===== config.mk =====
export PLATFORM = sky130hd
export DESIGN_NAME = eisr_sequencer
export DESIGN_NICKNAME = d
export VERILOG_FILES = /design/src/logic/eisr_pkg.sv /design/src/logic/eisr_sequencer.sv
export SDC_FILE = /design/constraint.sdc
export NUM_CORES = 1
export LEC_CHECK = 0
export BUFFER_PORTS_ARGS = -buffer_cell sky130_fd_sc_hd__buf_4
export CAP_MARGIN = 10
export CORE_MARGIN = 8
export CORE_UTILIZATION = 55
export DETAILED_ROUTE_END_ITERATION = 16
export MAX_ROUTING_LAYER = met4
export PLACE_DENSITY_LB_ADDON = 0.08
export RECOVER_POWER = 50
export SETUP_SLACK_MARGIN = 0.2
export SLEW_MARGIN = 20
export SYNTH_ARGS = -nofsm -noshare
export SYNTH_HDL_FRONTEND = slang
export SYNTH_SLANG_ARGS = --single-unit

===== constraint.sdc =====
create_clock -name hclk -period 36.7 [get_ports hclk]
set_input_delay 5.505 -clock hclk [delete_from_list [all_inputs] [get_ports hclk]]
set_output_delay 5.505 -clock hclk [all_outputs]
set_load 0.03 [all_outputs]

===== src/logic/eisr_pkg.sv =====
// Purpose: constants for the emergency stop / inspection run sequencer
// Assumes: frequencies in 0.01 Hz units, times in 0.01 s units
// Notes:   registers sit on an AHB-Lite slave, one aligned word each
package eisr_pkg;
	localparam logic [7:0]  ADDR_FUNC     = 8'h00;
	localparam logic [7:0]  ADDR_PRIO     = 8'h04;
	localparam logic [7:0]  ADDR_ESTOP_T  = 8'h08;
	localparam logic [7:0]  ADDR_INSP_SPD = 8'h0c;
	localparam logic [7:0]  ADDR_INSP_T   = 8'h10;
	localparam logic [7:0]  ADDR_UPPER    = 8'h14;
	localparam logic [7:0]  ADDR_LOWER    = 8'h18;
	localparam logic [7:0]  ADDR_MINF     = 8'h1c;
	localparam logic [7:0]  ADDR_STATUS   = 8'h20;
	localparam logic [7:0]  ADDR_FREQ     = 8'h24;
	localparam logic [7:0]  ADDR_ACCEL_T  = 8'h28;
	localparam logic [7:0]  FUNC_ESTOP_NO = 8'h0f;
	localparam logic [7:0]  FUNC_ESTOP_NC = 8'h11;
	localparam logic [7:0]  FUNC_INSP     = 8'h54;
	localparam logic [15:0] RST_ESTOP_T   = 16'h0096;
	localparam logic [15:0] RST_INSP_SPD  = 16'h09c4;
	localparam logic [15:0] RST_INSP_T    = 16'h0000;
	localparam logic [15:0] RST_UPPER     = 16'h0000;
	localparam logic [15:0] RST_LOWER     = 16'h0000;
	localparam logic [15:0] RST_MINF      = 16'h0032;
	localparam logic [15:0] RST_ACCEL_T   = 16'h0096;
	localparam logic [1:0]  RST_PRIO      = 2'h0;
	localparam logic [15:0] CARRIER_INSP  = 16'h07d0;
	localparam logic [15:0] CARRIER_NORM  = 16'h1f40;
	localparam int          CLK_HZ        = 100_000_000;
	localparam int          TICK_HZ       = 100;
	localparam int          TICK_CYC      = CLK_HZ / TICK_HZ;
	localparam int          ST_RUN        = 0;
	localparam int          ST_INSP       = 1;
	localparam int          ST_ESTOP      = 2;
	localparam int          ST_BRAKE      = 3;
	localparam int          ST_CONT       = 4;
	localparam int          ST_BB         = 5;
	typedef enum logic [2:0] {S_IDLE, S_ACCEL, S_RUN, S_DECEL, S_BB} eisr_state_t;
endpackage : eisr_pkg


===== src/logic/eisr_sequencer.sv =====
// Purpose: emergency stop and inspection run sequencing of a lift drive
// Assumes: direction and select inputs are asynchronous contacts
// Notes:   ramp advances once per tick; rate = full step over set time
`timescale 1ns/100ps
module eisr_sequencer
	import eisr_pkg::*;
#(
	parameter int TICK_CYCLES = TICK_CYC
) (
	// clock and reset
	input  wire logic        hclk,
	input  wire logic        hresetn,
	// ahb-lite slave
	input  wire logic        hsel,
	input  wire logic [7:0]  haddr,
	input  wire logic [1:0]  htrans,
	input  wire logic        hwrite,
	input  wire logic [2:0]  hsize,
	input  wire logic [31:0] hwdata,
	input  wire logic        hready,
	output logic             hreadyout,
	output logic             hresp,
	output logic [31:0]      hrdata,
	// controller inputs
	input  wire logic [4:0]  mf_in,
	input  wire logic        run_up,
	input  wire logic        run_down,
	input  wire logic [15:0] sel_speed,
	// drive outputs
	output logic [15:0]      out_freq,
	output logic             baseblock,
	output logic             brake_open,
	output logic             contactor,
	output logic [15:0]      carrier_hz,
	output logic             estop_active
);
	// ----------------------------------------------------------------
	// input synchronisers
	// ----------------------------------------------------------------
	logic [6:0] s1_r, s2_r, s3_r, flt_r;
	logic [6:0] flt_nxt;
	always_comb begin
		for (int i = 0; i < 7; i++) begin
			flt_nxt[i] = (s2_r[i] == s3_r[i]) ? s3_r[i] : flt_r[i];
		end
	end
	always_ff @(posedge hclk or negedge hresetn) begin
		if (!hresetn) begin
			s1_r  <= 7'h00;
			s2_r  <= 7'h00;
			s3_r  <= 7'h00;
			flt_r <= 7'h00;
		end else begin
			s1_r  <= {run_down, run_up, mf_in};
			s2_r  <= s1_r;
			s3_r  <= s2_r;
			flt_r <= flt_nxt;
		end
	end
	wire logic [4:0] mf  = flt_r[4:0];
	wire logic       dir = flt_r[5] | flt_r[6];

	// ----------------------------------------------------------------
	// register file
	// ----------------------------------------------------------------
	logic [39:0] func_r, func_nxt;
	logic [1:0]  prio_r, prio_nxt;
	logic [15:0] estop_t_r, estop_t_nxt, insp_spd_r, insp_spd_nxt;
	logic [15:0] insp_t_r, insp_t_nxt, upper_r, upper_nxt;
	logic [15:0] lower_r, lower_nxt, minf_r, minf_nxt, accel_t_r, accel_t_nxt;
	logic        wr_pend_r, wr_pend_nxt;
	logic [7:0]  wr_addr_r, wr_addr_nxt;
	logic [31:0] hrdata_nxt;
	logic        idle, insp_on, run_on;
	wire logic   addr_ok = (htrans[1] && hsel && hready);

	always_comb begin
		func_nxt     = func_r;
		prio_nxt     = prio_r;
		estop_t_nxt  = estop_t_r;
		insp_spd_nxt = insp_spd_r;
		insp_t_nxt   = insp_t_r;
		upper_nxt    = upper_r;
		lower_nxt    = lower_r;
		minf_nxt     = minf_r;
		accel_t_nxt  = accel_t_r;
		wr_pend_nxt  = addr_ok && hwrite;
		wr_addr_nxt  = addr_ok ? haddr : wr_addr_r;
		hrdata_nxt   = hrdata;
		if (wr_pend_r && idle) begin
			case (wr_addr_r)
				ADDR_FUNC:     func_nxt     = {hwdata[7:0], func_r[31:0]};
				ADDR_PRIO:     prio_nxt     = hwdata[1:0];
				ADDR_ESTOP_T:  estop_t_nxt  = hwdata[15:0];
				ADDR_INSP_SPD: insp_spd_nxt = hwdata[15:0];
				ADDR_INSP_T:   insp_t_nxt   = hwdata[15:0];
				ADDR_UPPER:    upper_nxt    = hwdata[15:0];
				ADDR_LOWER:    lower_nxt    = hwdata[15:0];
				ADDR_MINF:     minf_nxt     = hwdata[15:0];
				ADDR_ACCEL_T:  accel_t_nxt  = hwdata[15:0];
				default:       func_nxt     = func_r;
			endcase
			// function word write loads terminals 4 down to 1 from bytes 0 to 3, terminal 0 keeps its code
			if (wr_addr_r == ADDR_FUNC)
				func_nxt = {hwdata[7:0], hwdata[15:8], hwdata[23:16], hwdata[31:24],
					func_r[7:0]};
		end
		if (addr_ok && !hwrite) begin
			case (haddr)
				ADDR_FUNC:     hrdata_nxt = func_r[39:8];
				ADDR_PRIO:     hrdata_nxt = {30'h0, prio_r};
				ADDR_ESTOP_T:  hrdata_nxt = {16'h0, estop_t_r};
				ADDR_INSP_SPD: hrdata_nxt = {16'h0, insp_spd_r};
				ADDR_INSP_T:   hrdata_nxt = {16'h0, insp_t_r};
				ADDR_UPPER:    hrdata_nxt = {16'h0, upper_r};
				ADDR_LOWER:    hrdata_nxt = {16'h0, lower_r};
				ADDR_MINF:     hrdata_nxt = {16'h0, minf_r};
				ADDR_ACCEL_T:  hrdata_nxt = {16'h0, accel_t_r};
				ADDR_STATUS:   hrdata_nxt = {26'h0, baseblock, contactor, brake_open,
					estop_active, insp_on, run_on};
				ADDR_FREQ:     hrdata_nxt = {16'h0, out_freq};
				default:       hrdata_nxt = 32'h0;
			endcase
		end
	end
	always_ff @(posedge hclk or negedge hresetn) begin
		if (!hresetn) begin
			func_r     <= 40'h0;
			prio_r     <= RST_PRIO;
			estop_t_r  <= RST_ESTOP_T;
			insp_spd_r <= RST_INSP_SPD;
			insp_t_r   <= RST_INSP_T;
			upper_r    <= RST_UPPER;
			lower_r    <= RST_LOWER;
			minf_r     <= RST_MINF;
			accel_t_r  <= RST_ACCEL_T;
			wr_pend_r  <= 1'b0;
			wr_addr_r  <= 8'h00;
			hrdata     <= 32'h0;
		end else begin
			func_r     <= func_nxt;
			prio_r     <= prio_nxt;
			estop_t_r  <= estop_t_nxt;
			insp_spd_r <= insp_spd_nxt;
			insp_t_r   <= insp_t_nxt;
			upper_r    <= upper_nxt;
			lower_r    <= lower_nxt;
			minf_r     <= minf_nxt;
			accel_t_r  <= accel_t_nxt;
			wr_pend_r  <= wr_pend_nxt;
			wr_addr_r  <= wr_addr_nxt;
			hrdata     <= hrdata_nxt;
		end
	end
	assign hreadyout = 1'b1;
	assign hresp     = 1'b0;

	// ----------------------------------------------------------------
	// input functions
	// ----------------------------------------------------------------
	function automatic logic has_code(input logic [39:0] f, input logic [7:0] c);
		logic r;
		r = 1'b0;
		for (int i = 0; i < 5; i++) begin
			if (f[i*8 +: 8] == c)
				r = 1'b1;
		end
		return r;
	endfunction : has_code

	logic estop_cmd, insp_dig_cmd, insp_cmp_cmd, insp_cmd;
	always_comb begin
		estop_cmd    = 1'b0;
		insp_dig_cmd = 1'b0;
		for (int i = 0; i < 5; i++) begin
			if (func_r[i*8 +: 8] == FUNC_ESTOP_NO && mf[i])
				estop_cmd = 1'b1;
			if (func_r[i*8 +: 8] == FUNC_ESTOP_NC && !mf[i])
				estop_cmd = 1'b1;
			if (func_r[i*8 +: 8] == FUNC_INSP && mf[i] && (prio_r == 2'h1 || prio_r == 2'h2))
				insp_dig_cmd = 1'b1;
		end
		// comparison mode gating, window lower < v <= upper
		insp_cmp_cmd = (prio_r == 2'h0 || prio_r == 2'h3) && !has_code(func_r, FUNC_INSP)
			&& (sel_speed > lower_r) && (sel_speed <= upper_r);
		insp_cmd = insp_dig_cmd | insp_cmp_cmd;
	end

	// ----------------------------------------------------------------
	// sequencer
	// ----------------------------------------------------------------
	eisr_state_t st_r, st_nxt;
	logic [31:0] tick_r, tick_nxt;
	logic [15:0] freq_nxt, target;
	logic        estop_nxt, insp_nxt, insp_run_r, brake_nxt, cont_nxt, bb_nxt;
	logic        dir_d_r, insp_d_r;
	logic [15:0] step;
	wire logic   tick = (tick_r == TICK_CYCLES - 1);
	wire logic   stop_edge = (dir_d_r && !dir) || (insp_d_r && !insp_cmd && insp_run_r);

	function automatic logic [15:0] ramp_step(input logic [15:0] t);
		return (t == 16'h0) ? 16'hffff : ((RST_INSP_SPD / t) + 16'h1);
	endfunction : ramp_step

	assign idle   = (st_r == S_IDLE);
	assign run_on = !idle;
	assign target = insp_run_r ? insp_spd_r : sel_speed;
	assign carrier_hz = insp_run_r ? CARRIER_INSP : CARRIER_NORM;
	assign insp_on = insp_run_r;

	always_comb begin
		st_nxt    = st_r;
		tick_nxt  = tick ? 32'h0 : tick_r + 32'h1;
		freq_nxt  = out_freq;
		estop_nxt = estop_active;
		insp_nxt  = insp_run_r;
		brake_nxt = brake_open;
		cont_nxt  = contactor;
		bb_nxt    = baseblock;
		step      = ramp_step(accel_t_r);
		if (estop_cmd && !idle)
			estop_nxt = 1'b1;
		// clear once run and stop both off and output at zero
		if (estop_active && !estop_cmd && !dir && out_freq == 16'h0)
			estop_nxt = 1'b0;
		case (st_r)
			S_IDLE: begin
				bb_nxt = 1'b1;
				// no restart while latched
				// start on a fresh direction edge only, a held one never restarts
				if (dir && !dir_d_r && !estop_active && !estop_cmd) begin
					st_nxt    = S_ACCEL;
					insp_nxt  = insp_cmd;
					cont_nxt  = 1'b1;
					bb_nxt    = 1'b0;
					brake_nxt = 1'b1;
				end
			end
			S_ACCEL, S_RUN: begin
				if (tick)
					freq_nxt = (out_freq + step >= target || out_freq + step < out_freq)
						? target : out_freq + step;
				if (estop_cmd || estop_active) begin
					st_nxt = S_DECEL;
				end else if (stop_edge || !dir) begin
					if (insp_run_r && insp_t_r == 16'h0) begin
						st_nxt    = S_BB;
						bb_nxt    = 1'b1;
						brake_nxt = 1'b0;
						cont_nxt  = 1'b0;
						freq_nxt  = 16'h0;
					end else begin
						st_nxt = S_DECEL;
					end
				end else if (freq_nxt == target) begin
					st_nxt = S_RUN;
				end
			end
			S_DECEL: begin
				// emergency decel time used on emergency stop, else inspection or accel time
				step = ramp_step(estop_active || estop_cmd ? estop_t_r :
					(insp_run_r ? insp_t_r : accel_t_r));
				if (tick)
					freq_nxt = (out_freq > step) ? out_freq - step : 16'h0;
				// brake and contactor drop at minimum
				if (freq_nxt <= minf_r) begin
					brake_nxt = 1'b0;
					cont_nxt  = 1'b0;
					freq_nxt  = 16'h0;
					st_nxt    = S_BB;
				end
			end
			S_BB: begin
				if (!brake_open) begin
					bb_nxt   = 1'b1;
					insp_nxt = 1'b0;
					st_nxt   = S_IDLE;
				end
			end
			default: st_nxt = S_IDLE;
		endcase
		if (estop_cmd && !idle)
			estop_nxt = 1'b1;
	end
	always_ff @(posedge hclk or negedge hresetn) begin
		if (!hresetn) begin
			st_r         <= S_IDLE;
			tick_r       <= 32'h0;
			out_freq     <= 16'h0;
			estop_active <= 1'b0;
			insp_run_r   <= 1'b0;
			brake_open   <= 1'b0;
			contactor    <= 1'b0;
			baseblock    <= 1'b1;
			dir_d_r      <= 1'b0;
			insp_d_r     <= 1'b0;
		end else begin
			st_r         <= st_nxt;
			tick_r       <= tick_nxt;
			out_freq     <= freq_nxt;
			estop_active <= estop_nxt;
			insp_run_r   <= insp_nxt;
			brake_open   <= brake_nxt;
			contactor    <= cont_nxt;
			baseblock    <= bb_nxt;
			dir_d_r      <= dir;
			insp_d_r     <= insp_cmd;
		end
	end
	// sel_speed is read live, must be stable before direction
endmodule : eisr_sequencer


* Word level (Yosys, flattened, before mapping)
Index checks and enable logic that the tools add are counted.
Operators by class: bitwise logic cells 2, $lt $le $gt $ge 6, $add $sub $neg 5, muxes and demuxes 60, equality and inequality tests 52, div/mod/pow operators 2, reductions and logical operators 80
Operator list (number):
- 32-bit one-hot mux with 11 select lines | 1
- 16-bit 2-to-1 mux | 15
- 8-bit by 5-bit == test with 1-bit output (second input constant) | 12
- 8-bit by 4-bit == test with 1-bit output (second input constant) | 8
- 16-bit logical NOT | 4
- 1-bit logical AND | 35
- 16-bit by 1-bit adder with 16-bit output (second input constant) | 2
- 32-bit by 1-bit adder with 32-bit output (second input constant) | 1
- 12-bit by 16-bit divider with 16-bit output (first input constant) | 2
- 32-bit by 20-bit == test with 1-bit output (second input constant) | 1
- 8-bit by 6-bit == test with 1-bit output (second input constant) | 4
- 8-bit by 7-bit == test with 1-bit output (second input constant) | 4
- 16-bit greater-than comparator | 2
- 16-bit less-or-equal comparator | 2
- 32-bit 2-to-1 mux | 1
- 16-bit one-hot mux with 2 select lines | 1
- 1-bit 2-to-1 mux | 30
- 3-bit 2-to-1 mux | 7
- 2-bit AND reduction | 9
- 16-bit adder | 1
- 16-bit == test | 1
- 8-bit by 3-bit == test with 1-bit output (second input constant) | 2
- 16-bit >= comparator | 1
- 8-bit logical NOT | 2
- 27 further kinds | 59
Storage, ports and cells: flip-flop bits (word level) 271, word-level logic and storage cells 237, bits of input ports 73, output and inout bits 70

* Logic depth before layout (Yosys ltp)
Gate-level depths: netlist of the first run.
depth in word-level cells 22, mapped depth 181, depth with buffers taken out 167

* Least setup slack after synthesis of the first run
Ideal clock, no wire load.
path type register -> register, start register accel_t_r[1], end register st_r[0], clock period less this slack 32.524 ns, cell stages (with the launch flop) 172, slack 4.176 ns, path buffers 10, data arrival time 32.413 ns, path through dfstp_2 -> inv_1 -> ha_1 -> clkbuf_1 -> nor2b_1 -> and3_1 -> ha_1 -> o21ai_0 -> a2111oi_0 -> and2_1 -> ha_1 -> o21a_1 -> o21ai_0 -> a211o_1 -> mux2_2 -> nand2_1 -> o31ai_1 -> ha_1 -> [... 136 more ...] -> o21ai_0 -> nand3_1 -> a31o_2 -> a2111o_1 -> a21o_1 -> a21oi_1 -> xnor2_1 -> ha_1 -> a21o_1 -> a21oi_1 -> o21ai_0 -> a21oi_1 -> nand2_1 -> or2_2 -> o221a_2 -> a41oi_1 -> o21ai_0 -> o41ai_1
On the way: word-level cells in the longest chain between the ends 12, elaborated cells between the ends (all ways) 27, classes of those cells 4 x add/sub; 2 x div; 4 x order compare; 3 x eq/ne; 10 x mux; 4 x reduce/logical
RTL lines:
- start, declared | line eisr_sequencer.sv:70 | logic [15:0] lower_r, lower_nxt, minf_r, minf_nxt, accel_t_r, accel_t_nxt;
- start signal, assigned | line eisr_sequencer.sv:149 | accel_t_r <= accel_t_nxt;
- 12-bit by 16-bit divider with 16-bit output / 16-bit 2-to-1 mux (equally long branches) | line eisr_sequencer.sv:202, eisr_sequencer.sv:262
- 16-bit by 1-bit adder with 16-bit output / 16-bit 2-to-1 mux (equally long branches) | line eisr_sequencer.sv:202, eisr_sequencer.sv:261
- 16-bit 2-to-1 mux / 12-bit by 16-bit divider with 16-bit output (equally long branches) | line eisr_sequencer.sv:202 | return (t == 16'h0) ? 16'hffff : ((RST_INSP_SPD / t) + 16'h1);
- 16-bit adder / 16-bit by 1-bit adder with 16-bit output (equally long branches) | line eisr_sequencer.sv:241, eisr_sequencer.sv:242, eisr_sequencer.sv:202
- 16-bit >= comparator, or another cell as far along | line eisr_sequencer.sv:241 | freq_nxt = (out_freq + step >= target || out_freq + step < out_freq)
- 1-bit logical OR, or another cell as far along | line eisr_sequencer.sv:241
- 16-bit 2-to-1 mux, on equally long branches | line eisr_sequencer.sv:242, eisr_sequencer.sv:264
- 16-bit 2-to-1 mux, on equally long branches | line eisr_sequencer.sv:240, eisr_sequencer.sv:263
- 16-bit 2-to-1 mux | line eisr_sequencer.sv:226 | case (st_r)
- 16-bit == test / 16-bit less-or-equal comparator (equally long branches) | line eisr_sequencer.sv:255, eisr_sequencer.sv:266
- 4-bit != test (no source line) / 2-bit != test (equally long branches)
- 4-bit AND reduction (no source line) (*)
- end signal, assigned | line eisr_sequencer.sv:298 | st_r <= st_nxt;
- end, declared | line eisr_sequencer.sv:192 | eisr_state_t st_r, st_nxt;
Every way passes the cells marked *; elsewhere a longest branch is shown, timed or not. The select of a mux whose other input is x is not followed. A chain may end at the register's enable or synchronous reset.

* Final worst setup path of the first run
start register func_r[9], end register st_r[0]
On the way: word-level cells in the longest chain between the ends 22, elaborated cells between the ends (all ways) 54, classes of those cells 2 x add/sub; 1 x div; 2 x order compare; 6 x eq/ne; 24 x mux; 1 x bitwise; 18 x reduce/logical
RTL lines:
- start, declared | line eisr_sequencer.sv:66 | logic [39:0] func_r, func_nxt;
- start signal, assigned | line eisr_sequencer.sv:141 | func_r <= func_nxt;
- 8-bit by 4-bit == test with 1-bit output | line eisr_sequencer.sv:176 | if (func_r[i*8 +: 8] == FUNC_ESTOP_NO && mf[i])
- 1-bit logical AND | line eisr_sequencer.sv:176
- 1-bit 2-to-1 mux | line eisr_sequencer.sv:176
- 1-bit 2-to-1 mux | line eisr_sequencer.sv:178 | if (func_r[i*8 +: 8] == FUNC_ESTOP_NC && !mf[i])
- 1-bit 2-to-1 mux | line eisr_sequencer.sv:176
- 1-bit 2-to-1 mux | line eisr_sequencer.sv:178
- 1-bit 2-to-1 mux | line eisr_sequencer.sv:176
- 1-bit 2-to-1 mux | line eisr_sequencer.sv:178
- [... 6 more ...]
- 16-bit 2-to-1 mux | line eisr_sequencer.sv:202
- 16-bit subtractor / 16-bit greater-than comparator (equally long branches) | line eisr_sequencer.sv:264 | freq_nxt = (out_freq > step) ? out_freq - step : 16'h0;
- 16-bit 2-to-1 mux | line eisr_sequencer.sv:264
- 16-bit 2-to-1 mux | line eisr_sequencer.sv:263 | if (tick)
- 16-bit 2-to-1 mux | line eisr_sequencer.sv:226
- 16-bit less-or-equal comparator | line eisr_sequencer.sv:266 | if (freq_nxt <= minf_r) begin
- 2-bit != test (no source line)
- 4-bit AND reduction (no source line)
Several ways; a longest one is shown, not always the timed one. The select of a mux whose other input is x is not followed.

==> reports/metrics.yaml, run 1 <==
global_routing:
  grt-busiest-layer: "met2"
  gr-usage-met2: 0.5005
  grt_pass1_vias: 27760
  grt_overflow: 0
  grt_pass1_wl_mm: 158.9
  grt_antenna_before_repair: 0
  grtUsageMet3: 0.03838
  track_usage: 0.3219
  use_met1: 0.4315
  grt_max_degree: 171
clock_tree:
  cts_inserted_buffers: 27
  htree_levels: 1
  path_clk_slew_ns: 0.07
  cts_buffer_depth: 3
  cts_root_buf: "clkbuf_16"
  cts_tree: "built"
  clkLatencyLatePin_ns: 0.58
  cts.sinks: 268
yosys:
  syn_avg_cell_area_um2: 8.046
  yosys.area.top_type_share: 0.2060
  ys_seq_area_frac: 0.2207
  synth_cell_types: 110
  netlist_top_cells_count: "nand2_1, ha_1, nor2_1, o21ai_0, dfrtp_1"
  synthTopCellsByArea: "dfrtp_1, ha_1, mux2_2"
  yosysMostFrequentCell: "nand2_1"
  yosysWarnings: 0
  yosysTopAreaCell: "dfrtp_1"
  synth_area_um2: 30490
  ys.flop_type: "dfrtp_1"
  synth_seq_cells: 268
  synth-edff-count: 0
  syn_inst: 3789
  async_flop_share: 1.000
run_status:
  violations: "max-capacitance violations, max-slew violations"
  status: "complete, but fails checks"
place:
  hpwl_mm: 79.37
  gp_congestion: 1.012
  io_buffers: 123
  dp.cells: 4610
floorplanning:
  io_pins: 143
  core_area_um2: 54990
  die_h_um: 251.4
  rows: 86
  fp.dieW_um: 251.4
  start_util: 0.5544
  die_area_um2: 63220
critical_path:
  endpoint_kind: "register"
  start_kind: "register"
  critical_path.top_delay_family: "compound AO/OA/AOI/OAI gates"
  cp.required_ns: 37.15
  crit_slowest_cell: "or4_1"
  crit_fanout: 24
  cp_common_cell: "ha_1"
  critical_path_arrival_ns: 34.61
  crit_type: "reg -> reg"
  cp_slowest_stage_delay_ns: 0.50
  cp_num_buf_inv: 11
sta:
  hold_ws_ns: 0.3418
  setup_viol: 0
  skew_ns: 0.02063
  fin_setup_tns_ns: 0
  rsz0062_at_grt: "no"
  hold_viol: 0
  relSlewSlack: -2.515
  worstMarginPinSlew_ns: 5.273
  max_freq_mhz: 29.27
  drv_slew: 100
  min_period_over_period: 0.9308
  layout_min_cycle_time_ns: 34.16
job:
  maxCapViolCount: 1
final_layout:
  fin_util: 0.6108
  drive_above_1_share: 0.1361
  syn_to_final_growth_pct: 10.16
  num-nets-final: 4323
  diodes: 0
  finalNonFillerCells: 4664
pwr:
  intPower_w: 0.001397
  switching_share: 0.5095
  p_sw_w: 0.001451
  pwr-share-seq: 0.132
  vdd_drop_max_v: 0.00009227
  leakage_nw: 15.61
  p_per_area_nw_per_um2: 84.78
  p_clk_frac: 0.107
  p_comb_frac: 0.760
detailed_routing:
  drc_errors: 0
  wirelength_mm: 103.1
  antenna_left: 0
  vias: 29660
  wl_per_cell_um: 22.10
  vias_per_cell: 6.359
  drt_iter0_markers: 2908
  first_pass_iters: 8
worst_hold_path:
  hold_path_class: "reg -> reg"
==> flip-flops by register name, summed over array words and instances (netlist names), 8 cells and up <==
| register | count |
|---|---|
| func_r | 32 |
| hrdata | 32 |
| tick_r | 32 |
| accel_t_r | 16 |
| estop_t_r | 16 |
| insp_spd_r | 16 |
| insp_t_r | 16 |
| lower_r | 16 |
| minf_r | 16 |
| out_freq | 16 |
| upper_r | 16 |
| wr_addr_r | 8 |
==> power groups by stage <==
| stage | clock network (W) | registers (W) | logic, W |
|---|---|---|---|
| finish | 0.000306 | 0.000377 | 0.00216 |
| floorplan | 0 | 0.000365 | 0.00159 |
| global route | 0.000319 | 0.000379 | 0.00239 |
| global placement | 0 | 0.000380 | 0.00208 |
| CTS | 0.000311 | 0.000374 | 0.00211 |
| detailed placement | 0 | 0.000380 | 0.00209 |
==> per-layer routing <==
layer | wire (um) | share of wire | vias up
met1 | 45440 | 0.44 | 14000
met5 | 0 | 0 | -
met3 | 7938 | 0.077 | 255
met2 | 45510 | 0.44 | 1226
li1 | - | - | 14170
met4 | 4196 | 0.041 | 0
==> cell type report <==
class,instances,area (um^2)
multi-input cells,3161,22540
clock inverters,16,249.0
well taps,748,935.9
inverters,224,848.3
flip-flops and latches,268,6729
repair buffers,214,1551
clock buffers,33,728.2
fillers,5101,21400
==> worst register-to-register path: cells and delay by family, from the launching register on <==
| family | cells | cell delay, ns |
|---|---|---|
| AOI/OAI and AO/OA | 62 | 15.02 |
| DFF | 1 | 0.43 |
| and+or+nand+nor | 45 | 9.44 |
| buffers and inverters | 11 | 2.18 |
| muxes | 4 | 1.58 |
| adders and majority gates | 17 | 5.34 |
| xor gates and xnor gates | 1 | 0.11 |
==> per-stage QoR <==
step | total power (W) | setup WS (ns) | instance area, um^2
after detailed placement | 0.002470 | 0.5969 | 32430
after CTS | 0.002794 | 0.3866 | 33410
after global routing | 0.003090 | 0.2631 | 33580
after global placement | 0.002465 | 0.8588 | 32420
after floorplan | 0.001959 | 4.176 | 30530
final | 0.002847 | 2.539 | 33580
==> cell families (layout without fill, tap and decap cells) <==
group / after synthesis / count (layout) / share of synthesized area
compound gates: 1123 / 1123 / 0.2471
xor+xnor: 219 / 219 / 0.06337
fa+ha+maj: 360 / 360 / 0.1478
buf+inv: 373 / 487 / 0.04974
flops: 268 / 268 / 0.2207
mux: 211 / 211 / 0.07634
other cells: 2 / 15 / 0.0002463
simple gates: 1233 / 1233 / 0.1947
==> repair_timing <==
item,CTS,global route
gates resized for setup,0,62
buffers inserted,0,5
setup endpoints to repair,0,20
hold buffers,0,0
==> layout by cell type, fill, tap and decap left out, types with 16 or more instances in the layout <==
| cell | n |
|---|---|
| nor2b_1 | 35 |
| or3_1 | 30 |
| nor4_1 | 43 |
| clkbuf_16 | 27 |
| o21ai_1 | 20 |
| clkbuf_4 | 21 |
| ha_1 | 352 |
| a221oi_1 | 36 |
| buf_4 | 172 |
| nor3_1 | 104 |
| o211ai_1 | 25 |
| and2_1 | 20 |
| xor2_1 | 53 |
| a21oi_1 | 228 |
| clkbuf_1 | 22 |
| o21bai_1 | 24 |
| mux2i_1 | 50 |
| o21a_1 | 83 |
| dfrtp_1 | 250 |
| nand2_1 | 363 |
| nand4_1 | 57 |
| nand3b_1 | 16 |
| a22oi_1 | 34 |
| inv_1 | 218 |
| xnor2_1 | 162 |
| a21boi_0 | 16 |
| a21o_1 | 98 |
| nand2b_1 | 43 |
| o31ai_1 | 30 |
| dfstp_2 | 17 |
| a31oi_1 | 35 |
| or2_2 | 18 |
| a211oi_1 | 31 |
| nor2_1 | 288 |
| mux2_2 | 153 |
| o21ai_0 | 276 |
| and3_1 | 35 |
| nand3_1 | 104 |
==> final timing paths <==
check | from | to | slack, ns | cells after the start
setup / recovery | func_r[9] | st_r[0] | 2.54 | 140
hold / removal | s1_r[4] | s2_r[4] | 0.34 | 0
max in group asynchronous | hresetn | insp_on | 26.51 | 1
min in group asynchronous | hresetn | s1_r[2] | 6.83 | 1
hold reg to reg | s1_r[4] | s2_r[4] | 0.34 | 0
setup reg to reg | func_r[9] | st_r[0] | 2.54 | 140
Note: power is estimated with default switching activity, not from simulation.
==> inputs of run 2 (changes only) <==
Settings changed: REMOVE_ABC_BUFFERS set to 1.
==> run 2 against run 1 <==
Effect of this change:
- the flow still finishes with violations (max-capacitance violations, max-slew violations)
- global-route usage fell by 0.35 points
- worst hold slack improved by 0.010 ns
- sequential cell count did not move
- clock-buffer cell count unchanged
- routed wire length is 1.3% lower
- worst setup slack got worse by 0.073 ns
- power rose by 2.2%
- non-clock buffer count up 15
- via count is 0.16% higher
- maximum frequency shrank 0.21%
- critical path type unchanged
- critical endpoint unchanged
==> reports/metrics.yaml, run 2 (synthesis results as in run 1) <==
clock_tree:
  cts_root_buf: "clkbuf_16"
  cts_inserted_buffers: 27  # unchanged
  htree_levels: 1  # unchanged
  cts_tree: "built"
  clkLatencyLatePin_ns: 0.57  # about the same
  cts_buffer_depth: 3  # unchanged
  hold_buffers: 0  # unchanged
  cts.sinks: 268  # unchanged
  path_clk_slew_ns: 0.06  # about the same
detailed_routing:
  wirelength_mm: 101.7  # -1.3%
  vias: 29710  # +0.16%
  antenna_left: 0  # unchanged
  drc_errors: 0  # unchanged
  drt_iter0_markers: 2507  # -14%
  vias_per_cell: 6.345  # -0.22%
  first_pass_iters: 6  # -2
  wl_per_cell_um: 21.73  # -1.7%
final_layout:
  drive_above_1_share: 0.1381  # +0.001989
  syn_to_final_growth_pct: 10.21  # about the same
  final_common_cell: "nand2_1"
  reg_top3: "func_r x32, hrdata x32, tick_r x32"
  layout_common_cells: "nand2_1, ha_1, nor2_1, o21ai_0, dfrtp_1"
  num-nets-final: 4338  # +0.35%
  fin_util: 0.6110  # about the same
  multiInputGateArea_um2: 22520  # -0.11%
  regArea_um2: 6734  # about the same
  n_fill_cell: 5039  # -1.2%
pwr:
  leakage_nw: 15.63  # +0.14%
  vdd_drop_max_v: 0.0001081  # +17%
  p_per_area_nw_per_um2: 86.63  # +2.2%
critical_path:
  cp_num_buf_inv: 15  # +4
  cp.required_ns: 37.13  # -0.02 ns
  crit_fanout: 13  # -46%
  critical_path_arrival_ns: 34.66  # +0.05 ns
  critical_path.top_delay_family: "compound AO/OA/AOI/OAI gates"
  crit_type: "reg -> reg"
  cp_common_cell: "ha_1"
  start_kind: "register"
  cp_slowest_stage_delay_ns: 0.74  # +0.24 ns
  crit_slowest_cell: "a22o_1"
  endpoint_kind: "register"
sta:
  fin_setup_tns_ns: 0  # unchanged
  min_period_over_period: 0.9328  # +0.001985
  finalWorstSetupSlack_ns: 2.466  # -0.07285 ns
  rsz0062_at_grt: "no"
  max_freq_mhz: 29.21  # -0.21%
  setup_viol: 0  # unchanged
  hold_ws_ns: 0.3521  # +0.01032 ns
  hold_viol: 0  # unchanged
  layout_min_cycle_time_ns: 34.23  # +0.07285 ns
  drv_slew: 116  # +16%
  worstMarginPinSlew_ns: 6.234  # +0.9613 ns
  skew_ns: 0.02128  # +0.0006413 ns
  relSlewSlack: -3.156  # -0.6409
global_routing:
  grt_overflow: 0  # unchanged
  grt_antenna_before_repair: 2  # +2
  track_usage: 0.3184  # -0.003500
  grt_pass1_wl_mm: 157.7  # -0.74%
  grt_pass1_vias: 27840  # +0.28%
  grt_max_degree: 155  # -9.4%
floorplanning:
  start_util: 0.5544  # unchanged
  fp.dieW_um: 251.4  # unchanged
  io_pins: 143  # unchanged
  die_h_um: 251.4  # unchanged
  core_area_um2: 54990  # unchanged
  die_area_um2: 63220  # unchanged
  rows: 86  # unchanged
worst_hold_path:
  hold_path_class: "reg -> reg"
place:
  io_buffers: 123  # unchanged
  gp_congestion: 1.003  # -0.96%
  hpwl_mm: 78.61  # -0.96%
  dp_slack_ns: 1.132  # +0.5348 ns
run_status:
  violations: "max-capacitance violations, max-slew violations"
  status: "complete, but fails checks"
job:
  maxCapViolCount: 1  # unchanged
## run 2: layout make-up
cell class | count | share of cell area
diodes | 2 | 0.0001490
well taps | 748 | 0.02786
repair buffers | 229 | 0.04964
clock inverters | 17 | 0.005326
flip-flops and latches | 268 | 0.2004
inverters | 224 | 0.02503
clock buffers | 33 | 0.02138
multi-input cells | 3161 | 0.6702
## run 2: stage by stage
step	power, W	instance area, um^2	std cells
detailed placement	0.002566	32560	4628
global placement	0.002549	32560	4628
floorplan	0.001935	29860	3653
CTS	0.002863	33460	4678
global route	0.003157	33600	4682
finish	0.002910	33600	4682
## run 2: power by group
part	switching, W	internal, W
Clock	0.000127	0.000156
Combinational	0.00132	0.000940
Sequential	0.0000466	0.000319
## run 2: path summary, 6_finish.rpt
check	slack, ns	from	endpoint	depth (start not counted)
hold reg to reg	0.35	s1_r[6]	s2_r[6]	0
max in group asynchronous	25.45	hresetn	insp_on	1
min in group asynchronous	7.25	hresetn	hrdata[28]	1
setup reg to reg	2.47	func_r[19]	st_r[0]	153
setup / recovery	2.47	func_r[19]	st_r[0]	153
hold / removal	0.35	s1_r[6]	s2_r[6]	0
## run 2: worst register-to-register path: cells and delay by family, from the launching register on
family	cells	cell delay (ns)
xor gates and xnor gates	2	0.34
muxes	5	1.58
AOI/OAI and AO/OA	82	18.37
adders and majority gates	17	5.33
DFF	1	0.41
buffers and inverters	15	2.04
and+or+nand+nor	32	5.99
## run 2: timing repair
action / in CTS / in global routing
setup endpoints to repair: 0 / 20
setup buffers: 0 / 2
gates resized for setup: 0 / 57
## run 2: routing by layer
layer | share of wire | global-route usage
met2 | 0.44 | 0.4992
met5 | 0 | -
met4 | 0.037 | 0.1039
met3 | 0.074 | 0.03972
met1 | 0.45 | 0.4257
